--- src/logic/interlock_regs.svh ---
// Offsets, field positions, reset values and timing counts of the clutch/brake interlock.
// Assumes a 40 MHz system clock and a byte-addressed 32-bit register port with 8-bit addresses.
`ifndef INTERLOCK_REGS_SVH
`define INTERLOCK_REGS_SVH

// ----------------------------------------------------------------------------
// Widths
// ----------------------------------------------------------------------------
`define SPD_W        12
`define FAULT_N      45
`define ADDR_W       8

// ----------------------------------------------------------------------------
// Register offsets
// ----------------------------------------------------------------------------
`define OFS_CTRL     8'h00
`define OFS_STATUS   8'h04
`define OFS_MASK     8'h08
`define OFS_FAULT    8'h0c
`define OFS_STATE    8'h10

// ----------------------------------------------------------------------------
// Fields and reset values
// ----------------------------------------------------------------------------
`define CTRL_EN_BIT  0
`define CTRL_RST     1'b0
`define MASK_RST     4'h0
`define EV_CLUTCH    0
`define EV_BRAKE     1
`define EV_OVERLAP   2
`define EV_FAULT     3

// ----------------------------------------------------------------------------
// Ratings in percent and fault code ranges (BCD digits)
// ----------------------------------------------------------------------------
`define PCT_TRIP     120
`define PCT_LIMIT    100
`define PCT_LINE_LOW 85
`define CODE_MAIN    16'h0101
`define CODE_NOW_HI  8'h02
`define CODE_NOW_LO  2
`define CODE_NOW_N   27
`define CODE_TOP_HI  8'h03
`define CODE_TOP_LO  13

// ----------------------------------------------------------------------------
// Timing
// ----------------------------------------------------------------------------
`define CLK_MHZ      40
`define GAP_NS       1000
`define GAP_CYC      ((`GAP_NS * `CLK_MHZ + 999) / 1000)

`endif

--- src/logic/interlock_pkg.sv ---
// Types shared by the clutch/brake interlock and its channel limiter.
// Assumes interlock_regs.svh is on the include path.
`include "interlock_regs.svh"

package interlock_pkg;

  // --------------------------------------------------------------------------
  // Channel sequencer, Gray coded along idle-clutch-gap-brake
  // --------------------------------------------------------------------------
  typedef enum logic [1:0] {
    MODE_IDLE   = 2'b00,
    MODE_CLUTCH = 2'b01,
    MODE_GAP    = 2'b11,
    MODE_BRAKE  = 2'b10
  } mode_t;

  typedef logic [`SPD_W-1:0] level_t;

  // Discrete permissives from the press
  typedef struct packed {
    logic run;
    logic clutch_contactor;
    logic brake_contactor;
    logic regulator_inhibit;
    logic phase_ok;
  } cond_t;

  // Gate commands toward the driver boards
  typedef struct packed {
    logic clutch_gate;
    logic brake_gate;
    logic freewheel_clutch;
    logic freewheel_brake;
  } gates_t;

  // Whole register state of the interlock
  typedef struct packed {
    mode_t        mode;
    logic [7:0]   gap_cnt;
    logic         to_brake;
    logic         enable;
    logic [3:0]   mask;
    logic [3:0]   status;
    logic [3:0]   prev_ev;
    gates_t       gates;
    level_t       clutch_drive;
    level_t       brake_drive;
    logic         inhibit;
    logic [15:0]  fault_code;
    logic [31:0]  rd_data;
    logic         irq;
  } state_t;

endpackage : interlock_pkg

--- src/logic/current_limit.sv ---
// Per-channel error path with current limit: drive follows the speed error and
// is cut back as the coil current nears its rating.
// Assumes inputs are registered upstream; purely combinational.
`timescale 1ns/1ps
`include "interlock_regs.svh"

module current_limit
  import interlock_pkg::*;
#(
  parameter int GAIN_SH = 2
) (
  input  wire level_t demand,
  input  wire level_t actual,
  input  wire level_t current,
  input  wire level_t rated,
  output level_t      drive
);

  logic [`SPD_W:0] err;
  logic [`SPD_W:0] room;

  // ----------------------------------------------------------------------------
  // Error and headroom
  // ----------------------------------------------------------------------------
  // Headroom is scaled up so full forcing is kept until close to rating
  always_comb begin
    err   = (demand > actual) ? ({1'b0, demand} - {1'b0, actual}) : '0;
    room  = (rated > current) ? ({1'b0, rated} - {1'b0, current}) : '0;
    // Clamp before the shift so a large rating cannot wrap to a small limit
    if (room > ({1'b0, {`SPD_W{1'b1}}} >> GAIN_SH)) begin
      room = {1'b0, {`SPD_W{1'b1}}};
    end else begin
      room = room << GAIN_SH;
    end
    if (room < err) begin
      drive = room[`SPD_W-1:0] | {`SPD_W{room[`SPD_W]}};
    end else begin
      drive = err[`SPD_W-1:0] | {`SPD_W{err[`SPD_W]}};
    end
  end

endmodule : current_limit

--- src/logic/clutch_brake_interlock.sv ---
// Clutch/brake gating and interlock with fault priority encoder and register port.
// Assumes all inputs synchronous to clk_sys and one-cycle bus strobes.
// Operation
// - Reference above feedback: clutch on, brake off together; from brake the code turns brake off and gates clutch after the gap.
// - Clutch held until feedback reaches reference, then drive drops to zero at once.
// - Feedback above reference: clutch off first, then brake on.
// - Brake held only until falling feedback equals reference, then off.
// - Never both channels on; inhibit line high on any overlap risk.
// - Inhibit line high blocks further gating of the affected channel.
// - Clutch blocked: no run, contactor open, regulator inhibit, 120% current, low line.
// - Brake blocked: contactor open, 120% current, 85% line voltage, missing phase.
// - Each channel cuts drive back as coil current nears 100% rating.
// - Free-wheel commands come from coil voltage on a separate path.
// - Clutch and brake keep separate error paths and firing controllers.
// - Monitored faults are ranked by fixed priority for the indicator.
// - The stop-main-motor fault reports code 0101.
// - Stop-now faults report codes 0202 through 0228.
// - Stop-on-top faults report codes 0313 through 0329.
//
// Implementation choices: the address map and the address-and-strobe port.
`timescale 1ns/1ps
`include "interlock_regs.svh"

module clutch_brake_interlock
  import interlock_pkg::*;
#(
  parameter level_t RATED_CLUTCH = 12'h700,
  parameter level_t RATED_BRAKE  = 12'h700,
  parameter level_t RATED_LINE   = 12'h800,
  parameter logic [7:0] GAP_CYC  = 8'(`GAP_CYC)
) (
  input  wire logic                 clk_sys,
  input  wire logic                 rst_n,
  input  wire logic                 ce,
  input  wire logic [`ADDR_W-1:0]   addr,
  input  wire logic [31:0]          wr_data,
  input  wire logic                 wr_en,
  input  wire logic                 rd_en,
  output logic      [31:0]          rd_data,
  input  wire level_t               speed_ref,
  input  wire level_t               speed_fb,
  input  wire level_t               clutch_current,
  input  wire level_t               brake_current,
  input  wire logic signed [`SPD_W-1:0] clutch_coil_volt,
  input  wire logic signed [`SPD_W-1:0] brake_coil_volt,
  input  wire level_t               line_volt,
  input  wire cond_t                cond,
  input  wire logic [`FAULT_N-1:0]  fault_in,
  output gates_t                    gates,
  output level_t                    clutch_drive,
  output level_t                    brake_drive,
  output logic                      inhibit_line,
  output logic      [15:0]          fault_code,
  output logic                      irq
);

  // ----------------------------------------------------------------------------
  // Helpers
  // ----------------------------------------------------------------------------
  // Percentage of a rating, wide intermediate so the product never wraps
  function automatic level_t pct(input level_t rated, input logic [7:0] p);
    logic [`SPD_W+7:0] prod;
    prod = 20'(rated) * 20'(p);
    pct  = level_t'(prod / 20'd100);
  endfunction : pct

  // Two BCD digits of a value below one hundred
  function automatic logic [7:0] bcd2(input logic [6:0] n);
    logic [3:0] tens;
    logic [3:0] ones;
    tens = 4'(n / 7'd10);
    ones = 4'(n % 7'd10);
    bcd2 = {tens, ones};
  endfunction : bcd2

  // Fault index to indicator code; index 0 is the most urgent
  function automatic logic [15:0] code_of(input logic [6:0] idx);
    if (idx == 7'd0) begin
      code_of = `CODE_MAIN;
    end else if (idx <= 7'(`CODE_NOW_N)) begin
      code_of = {`CODE_NOW_HI, bcd2(7'(idx - 7'd1 + 7'(`CODE_NOW_LO)))};
    end else begin
      code_of = {`CODE_TOP_HI,
                 bcd2(7'(idx - 7'(`CODE_NOW_N) - 7'd1 + 7'(`CODE_TOP_LO)))};
    end
  endfunction : code_of

  state_t r_reg;
  state_t r_next;
  level_t clutch_lim;
  level_t brake_lim;

  // ----------------------------------------------------------------------------
  // Separate error paths per channel
  // ----------------------------------------------------------------------------
  // Clutch pushes up toward reference, brake pulls down toward it
  current_limit #(.GAIN_SH(2)) u_clutch_path (
    .demand  (speed_ref),
    .actual  (speed_fb),
    .current (clutch_current),
    .rated   (RATED_CLUTCH),
    .drive   (clutch_lim)
  );

  current_limit #(.GAIN_SH(2)) u_brake_path (
    .demand  (speed_fb),
    .actual  (speed_ref),
    .current (brake_current),
    .rated   (RATED_BRAKE),
    .drive   (brake_lim)
  );

  // ----------------------------------------------------------------------------
  // Next-state logic
  // ----------------------------------------------------------------------------
  logic        want_clutch;
  logic        want_brake;
  logic        line_low;
  logic        clutch_block;
  logic        brake_block;
  logic        overlap;
  logic        fault_any;
  logic [3:0]  ev;
  logic        hit_wr;
  logic        hit_rd;
  logic [15:0] code_sel;

  always_comb begin
    r_next      = r_reg;
    want_clutch = speed_ref > speed_fb;
    want_brake  = speed_fb > speed_ref;
    line_low    = (line_volt <= pct(RATED_LINE, 8'(`PCT_LINE_LOW)));
    hit_wr      = ce & wr_en;
    hit_rd      = ce & rd_en;

    // Permissives for each channel; disable in control also blocks both
    clutch_block = ~cond.run | ~cond.clutch_contactor | cond.regulator_inhibit
                 | (clutch_current >= pct(RATED_CLUTCH, 8'(`PCT_TRIP)))
                 | line_low | ~cond.phase_ok | ~r_reg.enable;
    brake_block  = ~cond.brake_contactor
                 | (brake_current >= pct(RATED_BRAKE, 8'(`PCT_TRIP)))
                 | line_low | ~cond.phase_ok | ~r_reg.enable;

    // Sequencer: the gap state keeps both channels dark between directions
    case (r_reg.mode)
      MODE_IDLE: begin
        if (want_clutch) begin
          r_next.mode = MODE_CLUTCH;
        end else if (want_brake) begin
          r_next.mode = MODE_BRAKE;
        end
      end
      MODE_CLUTCH: begin
        if (!want_clutch) begin
          if (want_brake) begin
            r_next.mode     = MODE_GAP;
            r_next.gap_cnt  = GAP_CYC;
            r_next.to_brake = 1'b1;
          end else begin
            r_next.mode = MODE_IDLE;
          end
        end
      end
      MODE_BRAKE: begin
        if (!want_brake) begin
          if (want_clutch) begin
            r_next.mode     = MODE_GAP;
            r_next.gap_cnt  = GAP_CYC;
            r_next.to_brake = 1'b0;
          end else begin
            r_next.mode = MODE_IDLE;
          end
        end
      end
      MODE_GAP: begin
        if (r_reg.gap_cnt != 8'h00) begin
          r_next.gap_cnt = r_reg.gap_cnt - 8'h01;
        end else if (r_reg.to_brake && want_brake) begin
          r_next.mode = MODE_BRAKE;
        end else if (!r_reg.to_brake && want_clutch) begin
          r_next.mode = MODE_CLUTCH;
        end else begin
          r_next.mode = MODE_IDLE;
        end
      end
      default: begin
        r_next.mode = MODE_IDLE;
      end
    endcase

    // Overlap guard: separation interval or any request for both at once
    overlap = (r_next.mode == MODE_GAP) | (want_clutch & want_brake);

    // Gates only in their own mode and only while unblocked; exclusive by mode
    r_next.gates.clutch_gate = (r_next.mode == MODE_CLUTCH) & ~clutch_block
                             & ~overlap;
    r_next.gates.brake_gate  = (r_next.mode == MODE_BRAKE) & ~brake_block
                             & ~overlap;
    r_next.inhibit = overlap | clutch_block | brake_block;

    // Drive magnitude is zero whenever its gate is off, so it falls at once
    r_next.clutch_drive = r_next.gates.clutch_gate ? clutch_lim : '0;
    r_next.brake_drive  = r_next.gates.brake_gate ? brake_lim : '0;

    // Free-wheel path looks only at coil voltage reversal with its gate off
    r_next.gates.freewheel_clutch = ~r_next.gates.clutch_gate
                                  & clutch_coil_volt[`SPD_W-1];
    r_next.gates.freewheel_brake  = ~r_next.gates.brake_gate
                                  & brake_coil_volt[`SPD_W-1];

    // Fault priority: scan from least urgent so the most urgent wins
    code_sel  = 16'h0000;
    fault_any = |fault_in;
    for (int i = `FAULT_N - 1; i >= 0; i--) begin
      if (fault_in[i]) begin
        code_sel = code_of(7'(i));
      end
    end
    r_next.fault_code = code_sel;

    // Sticky events on rising conditions; a read clears, a new set wins
    ev = '0;
    ev[`EV_CLUTCH]  = clutch_block;
    ev[`EV_BRAKE]   = brake_block;
    ev[`EV_OVERLAP] = overlap;
    ev[`EV_FAULT]   = fault_any;
    r_next.prev_ev  = ev;
    if (hit_rd && addr == `OFS_STATUS) begin
      r_next.status = 4'h0;
    end
    r_next.status = r_next.status | (ev & ~r_reg.prev_ev);

    // Register writes
    if (hit_wr && addr == `OFS_CTRL) begin
      r_next.enable = wr_data[`CTRL_EN_BIT];
    end
    if (hit_wr && addr == `OFS_MASK) begin
      r_next.mask = wr_data[3:0];
    end

    // Read data stand for exactly the cycle after the strobe
    r_next.rd_data = 32'h0000_0000;
    if (hit_rd) begin
      case (addr)
        `OFS_CTRL:   r_next.rd_data = {31'h0, r_reg.enable};
        `OFS_STATUS: r_next.rd_data = {28'h0, r_reg.status};
        `OFS_MASK:   r_next.rd_data = {28'h0, r_reg.mask};
        `OFS_FAULT:  r_next.rd_data = {16'h0, r_reg.fault_code};
        `OFS_STATE:  r_next.rd_data = {24'h0, r_reg.inhibit, r_reg.gates,
                                       r_reg.to_brake, r_reg.mode};
        default:     r_next.rd_data = 32'h0000_0000;
      endcase
    end

    r_next.irq = |(r_next.status & r_next.mask);
  end

  // ----------------------------------------------------------------------------
  // State register
  // ----------------------------------------------------------------------------
  // Clock enable freezes everything, including the read-data slot
  always_ff @(posedge clk_sys) begin
    if (!rst_n) begin
      r_reg        <= '0;
      r_reg.mode   <= MODE_IDLE;
      r_reg.enable <= `CTRL_RST;
      r_reg.mask   <= `MASK_RST;
    end else if (ce) begin
      r_reg <= r_next;
    end
  end

  // ----------------------------------------------------------------------------
  // Outputs, all straight from the state register
  // ----------------------------------------------------------------------------
  assign rd_data      = r_reg.rd_data;
  assign gates        = r_reg.gates;
  assign clutch_drive = r_reg.clutch_drive;
  assign brake_drive  = r_reg.brake_drive;
  assign inhibit_line = r_reg.inhibit;
  assign fault_code   = r_reg.fault_code;
  assign irq          = r_reg.irq;

endmodule : clutch_brake_interlock

--- config.mk ---
export PLATFORM = sky130hd
export DESIGN_NAME = clutch_brake_interlock
export DESIGN_NICKNAME = d
export VERILOG_FILES = /design/src/logic/interlock_pkg.sv /design/src/logic/current_limit.sv /design/src/logic/clutch_brake_interlock.sv
export VERILOG_INCLUDE_DIRS = /design/src /design/src/logic
export SDC_FILE = /design/constraint.sdc
export NUM_CORES = 1
export LEC_CHECK = 0
export BUFFER_PORTS_ARGS = -buffer_cell sky130_fd_sc_hd__buf_2
export CAP_MARGIN = 40
export CORE_AREA = 2 2 122 124
export DETAILED_ROUTE_END_ITERATION = 10
export DIE_AREA = 0 0 124 126
export HOLD_SLACK_MARGIN = 0.1
export PLACE_DENSITY = 0.82
export SETUP_SLACK_MARGIN = 0.4
export SYNTH_ARGS = -nofsm -noshare
export SYNTH_HDL_FRONTEND = slang
export SYNTH_SLANG_ARGS = --single-unit
--- constraint.sdc ---
create_clock -name clk_sys -period 5.5 [get_ports clk_sys]
set_clock_uncertainty 0.1 [all_clocks]
set_input_delay 0.55 -clock clk_sys [delete_from_list [all_inputs] [get_ports clk_sys]]
set_output_delay 0.55 -clock clk_sys [all_outputs]
set_load 0.01 [all_outputs]
Word level (Yosys, flattened, before mapping)
Index checks and enable logic that the tools add are counted.
{"block": "op_classes", "eq_ne": 15, "n_reduce_logical": 16, "div": 0, "n_lt_le_gt_ge": 11, "n_bitwise": 40, "muxes": 74, "n_addsub": 5, "n_mul": 0, "shifts": 0}
{"operator": "16-bit 2-to-1 mux", "count": 45}
{"operator": "16-bit one-hot mux with 5 select lines", "count": 1}
{"operator": "13-bit 2-to-1 mux", "count": 6}
{"operator": "12-bit 2-to-1 mux", "count": 4}
{"operator": "12-bit OR", "count": 4}
{"operator": "45-bit OR reduction", "count": 1}
{"operator": "13-bit by 10-bit > comparator with 1-bit output (second input constant)", "count": 2}
{"operator": "13-bit less-than comparator", "count": 2}
{"operator": "11-bit by 12-bit subtractor with 13-bit output (first input constant)", "count": 2}
{"operator": "12-bit by 12-bit subtractor with 13-bit output", "count": 2}
{"operator": "12-bit >= comparator (second input constant)", "count": 2}
{"operator": "11-bit by 12-bit > comparator with 1-bit output (first input constant)", "count": 2}
{"operator": "12-bit > comparator", "count": 2}
{"operator": "8-bit one-hot mux with 3 select lines", "count": 1}
{"operator": "11-bit 2-to-1 mux", "count": 2}
{"operator": "9-bit 2-to-1 mux", "count": 2}
{"operator": "8-bit by 4-bit == test with 1-bit output (second input constant)", "count": 2}
{"operator": "1-bit OR", "count": 13}
{"operator": "12-bit by 11-bit less-or-equal comparator with 1-bit output (second input constant)", "count": 1}
{"operator": "2-bit 2-to-1 mux", "count": 6}
{"operator": "10-bit 2-to-1 mux", "count": 1}
{"operator": "2-bit inequality test (second input constant)", "count": 5}
{"operator": "1-bit NOT", "count": 10}
{"operator": "1-bit AND", "count": 9}
{"operator": "other kinds (24)", "count": 34}
{"block": "word_totals", "regBits": 102, "word_cells": 178, "latchBits": 0, "out_inout_bits": 78, "mem_bits_ro": 0, "ramBits": 0, "inputBits": 179, "memories": 0}

Logic depth before layout (Yosys ltp)
Gate-level depths: netlist of run 1.
{"block": "logic_depth", "depth_word": 45, "depth_mapped": 22}

Modules after synthesis
From an unflattened synthesis of run 1, not the netlist that was laid out.
{"block": "unflattened", "cells_unflattened": 1148, "hier_area_um2": 8735.9}
{"module": "clutch_brake_interlock", "n_inst": 1, "cells_per_inst": 597, "seq_area_each_um2": 1441.4, "area_each_um2": 4817.1}
{"module": "current_limit at u_brake_path", "n_inst": 1, "cells_per_inst": 288, "seq_area_each_um2": 0.0, "area_each_um2": 2029.4}
{"module": "current_limit at u_clutch_path", "n_inst": 1, "cells_per_inst": 263, "seq_area_each_um2": 0.0, "area_each_um2": 1889.3}

Worst setup path before layout of run 1
No wires, ideal clock.
{"block": "synth_timing", "kind": "in2reg", "from": "input port speed_ref[7]", "to": "register r_reg, in the netlist brake_drive[5]", "path_slack_ps": 1188, "stages": 21, "required_time_ps": 5278, "arrival_time_ps": 4090, "setup_time_ps": 122, "path_cell_list": "inv_1 > ha_1 > buf_4 > nand2_1 > o21a_1 > o21ai_1 > o21a_1 > buf_6 > clkbuf_1 > clkbuf_1 > nand2_1 > ha_1 > a21o_1 > a21o_1 > a211oi_1 > o21ai_0 > a21oi_1 > nand2_1 > buf_2 > o21ai_0 > o21ai_1"}
{"block": "synth_between", "elab_chain_len": 11, "word_cells_on_any_way": 27}
{"element": "from (decl)", "line": "clutch_brake_interlock.sv:40", "source": "input wire level_t speed_ref,"}
{"element": "12-bit > comparator", "line": "clutch_brake_interlock.sv:130", "source": "want_clutch = speed_ref > speed_fb;"}
{"element": "1-bit logical AND", "line": "clutch_brake_interlock.sv:180", "source": "end else if (!r_reg.to_brake && want_clutch) begin"}
{"element": "1-bit 2-to-1 mux", "line": "clutch_brake_interlock.sv:180"}
{"element": "2-bit 2-to-1 mux", "line": "clutch_brake_interlock.sv:178", "source": "end else if (r_reg.to_brake && want_brake) begin"}
{"element": "2-bit 2-to-1 mux", "line": "clutch_brake_interlock.sv:176", "source": "if (r_reg.gap_cnt != 8'h00) begin"}
{"element": "2-bit one-hot mux with 4 select lines", "line": "clutch_brake_interlock.sv:145", "source": "case (r_reg.mode)"}
{"element": "2-bit == test", "line": "clutch_brake_interlock.sv:192", "source": "overlap = (r_next.mode == MODE_GAP) | (want_clutch & want_brake);"}
{"element": "1-bit OR", "line": "clutch_brake_interlock.sv:192"}
{"element": "1-bit NOT", "line": "clutch_brake_interlock.sv:198", "source": "& ~overlap;"}
{"element": "1-bit AND", "line": "clutch_brake_interlock.sv:198"}
{"element": "12-bit 2-to-1 mux *", "line": "clutch_brake_interlock.sv:203", "source": "r_next.brake_drive = r_next.gates.brake_gate ? brake_lim : '0;"}
{"element": "to (signal assigned)", "line": "clutch_brake_interlock.sv:269", "source": "r_reg <= r_next;"}
{"element": "to (decl)", "line": "clutch_brake_interlock.sv:88", "source": "state_t r_reg;"}
Mark *: on every way between the ends. The rest lies on a longest branch, timed or not. The select of a mux whose other input is x is not followed.
A chain may end at the register's enable or synchronous reset.

Final worst setup path of run 1
{"block": "layout_timing", "from": "input port speed_fb[0]", "to": "register r_reg, in the netlist brake_drive[6]"}
{"block": "layout_between", "elab_chain_len": 11, "word_cells_on_any_way": 27}
{"element": "from (decl)", "line": "clutch_brake_interlock.sv:41", "source": "input wire level_t speed_fb,"}
{"element": "12-bit > comparator", "line": "clutch_brake_interlock.sv:130"}
{"element": "1-bit logical AND", "line": "clutch_brake_interlock.sv:180"}
{"element": "1-bit 2-to-1 mux", "line": "clutch_brake_interlock.sv:180"}
{"element": "2-bit 2-to-1 mux", "line": "clutch_brake_interlock.sv:178"}
{"element": "2-bit 2-to-1 mux", "line": "clutch_brake_interlock.sv:176"}
{"element": "2-bit one-hot mux with 4 select lines", "line": "clutch_brake_interlock.sv:145"}
{"element": "2-bit == test", "line": "clutch_brake_interlock.sv:192"}
{"element": "1-bit OR", "line": "clutch_brake_interlock.sv:192"}
{"element": "1-bit NOT", "line": "clutch_brake_interlock.sv:198"}
{"element": "1-bit AND", "line": "clutch_brake_interlock.sv:198"}
{"element": "12-bit 2-to-1 mux *", "line": "clutch_brake_interlock.sv:203"}
Marks and branches as above.

==> results.sh, run 1 <==
export IMPL_clkTransAtPathRegs_ps=60
export IMPL_cts_buffers=9
export IMPL_synth_area_um2=7310
export IMPL_place_hpwl_um=15300
export IMPL_grtUsageTotal_pct=23.7
export IMPL_max_slew_margin_pct=41.5
export IMPL_status="completed"
export IMPL_drc=0
export IMPL_worstPathMaxFanout=16
export IMPL_end_kind="flop"
export IMPL_grt_antenna_before_repair=0
export IMPL_core_area_um2=14300
export IMPL_fin_crit_sh_pct=83.1
export IMPL_wl_met2_um=9100
export IMPL_first_global_vias=6606
export IMPL_cts_tree="done"
export IMPL_fill_cells=1371
export IMPL_crit_required_ps=5630
export IMPL_tightest_slew_ps=876
export IMPL_die_w_um=124
export IMPL_seq_area_frac_synth_pct=19.7
export IMPL_synth_ff_type="dfxtp_1"
export IMPL_htreeDepth=3
export IMPL_clkSinkCount=72
export IMPL_synth_enable_flop_cells=0
export IMPL_rows=44
export IMPL_yosys_warnings=0
export IMPL_diodes=0
export IMPL_drive_above_1_share_pct=21.9
export IMPL_post_cts_buffers=0
export IMPL_top_layer="met4"
export IMPL_setup_violations=0
export IMPL_syn_to_final_growth_pct=11.6
export IMPL_worstHoldPathType="reg2reg"
export IMPL_tns_ps=0
export IMPL_cts_resized_gates=0
export IMPL_wirelength_um=18900
export IMPL_async_flop_share_pct=0
export IMPL_port_buffer_count=176
export IMPL_grt_max_degree=41
export IMPL_firstDrtPassIters=5
export IMPL_startpoint="speed_fb[0]"
export IMPL_avgViaCountPerCell=5.69
export IMPL_max_cap_violations=0
export IMPL_layout_cells_non_filler=1269
export IMPL_hold_buffers=0
export IMPL_via_count=7215
export IMPL_wl_met1_um=8360
export IMPL_cp_data_arrival_time_ps=4700
export IMPL_final_nets=1318
export IMPL_grt_overflow_total=0
export IMPL_crit_reg2reg_launch="r_reg[92]"
export IMPL_period_needed_ps=4570
export IMPL_yosys_register_bits=72
export IMPL_p_leak_nw=3.79
export IMPL_power_density_nw_per_um2=231
export IMPL_ioPinCount=257
export IMPL_timing_rr_end="clutch_drive[1]"
export IMPL_worst_setup_path_type="in2reg"
export IMPL_grt_first_pass_wirelength_um=30500
export IMPL_final_hold_viol_count=0
export IMPL_drv_slew=0
export IMPL_drt_iter0_drc=527
export IMPL_critPathCapture="brake_drive[6]"
export IMPL_start_util_pct=51.0
export IMPL_worstSkewPairLatency_ps=330
export IMPL_fmax_ghz=0.219
export IMPL_cp_start_kind="input pin"
export IMPL_r2r_setup_slack_ps=2560
export IMPL_clock_path_buffers=2
export IMPL_vdd_drop_max_uv=114
export IMPL_synth_distinct_cells=86
export IMPL_reg2reg_depth=12
export IMPL_synth_avg_cell_area_um2=7.58
export IMPL_wl_met3_um=1080
export IMPL_gp_congestion=0.948
export IMPL_die_area_um2=15600
export IMPL_wire_per_inst_um=14.9
export IMPL_grt_setup_unrepaired="no"
export IMPL_ant_nets=0
export IMPL_syn_instance_count=964
export IMPL_place_inst=1253
export IMPL_largest_reg_flops=24
export IMPL_clockRootBuffer="clkbuf_16"
export IMPL_die_h_um=126
## logic make-up (layout without fill, tap and decap cells)
kind of cell	after synthesis	after routing	share of synthesized area, %
multiplexers	17	17	2.47
other	1	32	0.0513
buffers and inverters	173	263	13.5
adder cells (fa/ha/maj)	59	59	10.3
AND/OR/NAND/NOR	317	317	21.9
flip-flops	72	72	19.7
AO/OA/AOI/OAI	287	287	27.4
XOR/XNOR	38	38	4.55
## area by class of cell
class | count | area (µm²) | area share (%)
Tap cell | 184 | 230 | 2.82
Timing Repair Buffer | 188 | 965 | 11.8
Inverter | 59 | 221 | 2.72
Multi-Input combinational cell | 750 | 4990 | 61.2
Sequential cell | 72 | 1440 | 17.7
Clock buffer | 9 | 225 | 2.76
Clock inverter | 7 | 77.6 | 0.951
## per-stage QoR
| step | utilization [%] | setup slack, ps | power (W) | cell area, µm² | hold WS, ps |
|---|---|---|---|---|---|
| 3_3_place_gp | 54.8 | 551 | 0.00128 | 7840 | 335 |
| 6_report | 57.0 | 927 | 0.00188 | 8150 | 348 |
| 4_1_cts | 57.0 | 798 | 0.00188 | 8150 | 351 |
| 3_5_place_dp | 54.8 | 445 | 0.00129 | 7850 | 342 |
| 5_1_grt | 57.0 | 535 | 0.00200 | 8150 | 374 |
| 2_1_floorplan | - | 1190 | 0.00112 | 7420 | 326 |
## worst max-delay path, stage by stage
cell,delay (ps)
buf_2,110
inv_1,50
ha_1,200
inv_1,70
fa_1,410
a21o_1,200
a21oi_1,220
nor2b_1,70
o21ai_0,180
nor2b_1,190
xnor2_1,170
nand2_1,90
ha_1,300
a21o_1,160
a21o_1,170
a211oi_1,230
o21ai_0,120
a21oi_1,300
nand2_1,360
nand3_1,190
o21ai_0,140
a22o_1,230
## layer usage
layer  vias to the layer above  track usage, %
met2                       251            40.8
met3                        32            3.13
met5                         -               0
li1                       3603               -
met1                      3329            30.9
met4                         0            6.74
## report_power, final
| group | leakage, nW | switching [W] | internal (W) | total, W |
|---|---|---|---|---|
| Combinational | 3.06 | 0.000430 | 0.000294 | 0.000724 |
| Clock | 0.146 | 0.000230 | 0.000355 | 0.000584 |
| Sequential | 0.585 | 0.0000256 | 0.000546 | 0.000571 |
| Total | 3.79 | 0.000685 | 0.00119 | 0.00188 |
## worst min path at each step
stage	startpoint	to	slack, ps	depth (start not counted)
CTS	brake_drive[5]	brake_drive[5]	350	2
finish	brake_drive[5]	brake_drive[5]	350	2
detailed placement	brake_drive[5]	brake_drive[5]	340	2
global placement	brake_drive[9]	brake_drive[9]	340	2
floorplan	brake_drive[0]	brake_drive[0]	330	2
global route	rd_data[8]	rd_data[8]	370	2
## cells in the final DEF (no fill, tap or decap), types with 17 or more instances in the layout
cell and instances:
buf_2 177, nor3_1 17, a21oi_1 73, nand2_1 96, dfxtp_1 72, nand3_1 27
ha_1 57, a21o_1 29, o21ai_0 36, inv_1 59, o21a_1 22, xnor2_1 28
conb_1 32, nor2_1 77
## synth_stat cells (all sizes together), types with 6 or more instances
| cell type | instances | area share, % |
|---|---|---|
| xnor2 | 28 | 3.4 |
| nor3 | 17 | 1.2 |
| a21o | 29 | 3.0 |
| nand2 | 97 | 5.0 |
| xor2 | 10 | 1.2 |
| clkbuf | 20 | 1.0 |
| a22o | 13 | 1.6 |
| nor2b | 7 | 0.60 |
| nand4 | 15 | 1.5 |
| dfxtp | 72 | 20 |
| o211ai | 6 | 0.62 |
| or2 | 8 | 0.68 |
| nor3b | 7 | 0.72 |
| o21bai | 6 | 0.62 |
| nand3 | 30 | 2.3 |
| nor4 | 13 | 1.2 |
| and3 | 7 | 0.60 |
| a21oi | 74 | 5.1 |
| o21a | 23 | 2.4 |
| o21ai | 44 | 3.0 |
| mux2 | 8 | 1.2 |
| and2 | 9 | 0.80 |
| o31ai | 10 | 1.1 |
| a31oi | 10 | 0.94 |
| buf | 94 | 9.5 |
| mux2i | 9 | 1.2 |
| a211oi | 10 | 1.0 |
| nor2 | 78 | 4.1 |
| ha | 57 | 9.8 |
| inv | 59 | 3.0 |
Power figures use the tool's default switching activity.
==> run 2: changes to the inputs <==
Clock period 5.5 ns to 4.3 ns, I/O delays scaled along.
==> run 2 against run 1 <==
Against the previous run: sequential share of layout area fell by 0.62 points; wire length rose by 3.4%; critical path depth did not move; first-iteration DRC count fell by 4.9%; count of clock-buffer cells in the layout did not move; largest power group unchanged; cell area rose by 3.6%; critical path type unchanged; power rose by 31%; clock power rose by 25%; cell count rose by 1.9%; global-route usage rose by 0.41 points.
==> results.sh, run 2 (same netlist as run 1, synthesis figures left out) <==
export IMPL_status="completed"
export IMPL_vdd_drop_max_uv=202
export IMPL_multi_input_area_um2=5120
export IMPL_grt_setup_unrepaired="yes"
export IMPL_critPathBufInv=4
export IMPL_setup_violations=0
export IMPL_ant_nets=0
export IMPL_crit_reg2reg_launch="r_reg[92]"
export IMPL_die_h_um=126
export IMPL_syn_to_final_growth_pct=15.6
export IMPL_core_area_um2=14300
export IMPL_cpPeakStageDelay_ps=380
export IMPL_min_from="clutch_coil_volt[11]"
export IMPL_gp_congestion=1.01
export IMPL_power_density_nw_per_um2=292
export IMPL_final_hold_viol_count=0
export IMPL_fill_cells=1342
export IMPL_fin_crit_sh_pct=87.8
export IMPL_htreeDepth=3
export IMPL_worstSkewPairLatency_ps=330
export IMPL_grtUsageTotal_pct=24.1
export IMPL_critPathSlowestCell="fa_1"
export IMPL_first_global_vias=6664
export IMPL_die_w_um=124
export IMPL_worstPathMaxFanout=4
export IMPL_placed_area_um2=8030
export IMPL_cpMostUsedCell="a21o_1"
export IMPL_grt_antenna_before_repair=0
export IMPL_reg2reg_depth=12
export IMPL_final_common_cell="buf_2"
export IMPL_holdPathEnd="gates[1]"
export IMPL_cts_tree="done"
export IMPL_largest_reg_flops=24
export IMPL_drt_iter0_drc=501
export IMPL_max_slew_margin_pct=44.0
export IMPL_p_leak_nw=3.92
export IMPL_clockRootBuffer="clkbuf_16"
export IMPL_path_delay_family="compound AO/OA/AOI/OAI gates"
export IMPL_drv_slew=0
export IMPL_final_nets=1342
export IMPL_rows=44
export IMPL_diodes=0
export IMPL_hold_buffers=0
export IMPL_r2r_setup_slack_ps=1400
export IMPL_whs_ps=259
export IMPL_timing_rr_end="clutch_drive[0]"
export IMPL_register_area_um2=1440
export IMPL_drc=0
export IMPL_cp_start_kind="input pin"
export IMPL_wire_per_inst_um=15.1
export IMPL_grt_max_degree=36
export IMPL_grt_overflow_total=0
export IMPL_wirelength_um=19600
export IMPL_fmax_ghz=0.265
export IMPL_drive_above_1_share_pct=25.4
export IMPL_worstHoldPathType="in2reg"
export IMPL_port_buffer_count=176
export IMPL_clkTransAtPathRegs_ps=60
export IMPL_place_inst=1275
export IMPL_grt_first_pass_wirelength_um=30900
export IMPL_layout_cells_non_filler=1293
export IMPL_crit_chain="buf_2, inv_1, ha_2, inv_1, fa_1, a21o_1, a21oi_2, nor2b_1, o21ai_1, nor2b_4, xnor2_2, nand2_1, ha_4, a21o_1, a21o_1, a211oi_2, o21ai_2, a21oi_4, buf_4, a21oi_1, a31oi_1, o21ai_1"
export IMPL_crit_required_ps=4420
export IMPL_via_count=7393
export IMPL_place_hpwl_um=15600
export IMPL_ioPinCount=257
export IMPL_hold_depth=2
export IMPL_worst_setup_path_type="in2reg"
export IMPL_cp_data_arrival_time_ps=3890
export IMPL_end_kind="flop"
export IMPL_tightest_slew_ps=837
export IMPL_period_needed_ps=3780
export IMPL_die_area_um2=15600
export IMPL_avgViaCountPerCell=5.72
export IMPL_final_cell_mix="buf_2, nand2_1, nor2_1"
export IMPL_clkSinkCount=72
export IMPL_firstDrtPassIters=5
export IMPL_start_util_pct=51.0
export IMPL_clock_path_buffers=2
export IMPL_max_cap_violations=0
export IMPL_final_area_um2=8450
export IMPL_cts_buffers=9
[run 2: cell types whose count changed in the layout (fill, tap and decap cells not counted), moves of 3 or more]
cell,previous run,this run
o21ai_1,8,11
buf_4,10,34
ha_2,0,4
a21oi_2,1,4
ha_1,57,52
a21oi_1,73,69
o21ai_0,36,32
[run 2: metrics by stage]
stage               TNS, ps  util [%]  setup WS, ps  power (W)
floorplan                 0         -           402    0.00144
global placement          0      56.1          57.6    0.00167
detailed placement    -4.03      56.1         -4.03    0.00169
CTS                       0      58.2           436    0.00242
global route              0      59.0           386    0.00261
finish                    0      59.0           523    0.00247
[run 2: repair_timing]
action,in CTS,in global routing
buffers inserted,0,1
setup endpoints to repair,5,24
gates cloned,0,1
resized for setup,2,23
pin swaps,2,8
[run 2: cell type report]
cell class                 count  share of cell area [%]
clock inverter                 7                   0.859
inverter                      59                    2.62
timing repair buffer         211                    13.5
clock buffer                   9                    2.67
multi-input combinational    751                    60.6
sequential                    72                    17.1
tap                          184                    2.73
[run 2: how the worst max path moves through the flow]
stage                 start        endpoint  slack [ps]  cells past startpoint
2_1_floorplan  speed_ref[7]  brake_drive[5]         400                     21
3_3_place_gp    speed_fb[0]  brake_drive[9]          60                     22
3_5_place_dp    speed_fb[0]  brake_drive[9]          -4                     22
4_1_cts         speed_fb[0]  brake_drive[2]         440                     22
5_1_grt        speed_ref[6]  brake_drive[6]         390                     18
6_report        speed_fb[0]  brake_drive[4]         520                     22
[run 2: layer usage]
| layer | share of wire [%] | track usage (%) | vias to the layer above |
|---|---|---|---|
| met5 | 0 | 0 | - |
| met4 | 2.4 | 7.07 | 0 |
| met3 | 6.7 | 3.26 | 49 |
| met2 | 48 | 42.2 | 294 |
| met1 | 43 | 30.6 | 3398 |
| li1 | - | - | 3652 |
[run 2: report_power, final]
part	switching (W)	total, W	internal, W
Combinational	0.000580	0.00101	0.000426
Sequential	0.0000327	0.000731	0.000698
Clock	0.000284	0.000732	0.000448
Total	0.000897	0.00247	0.00157
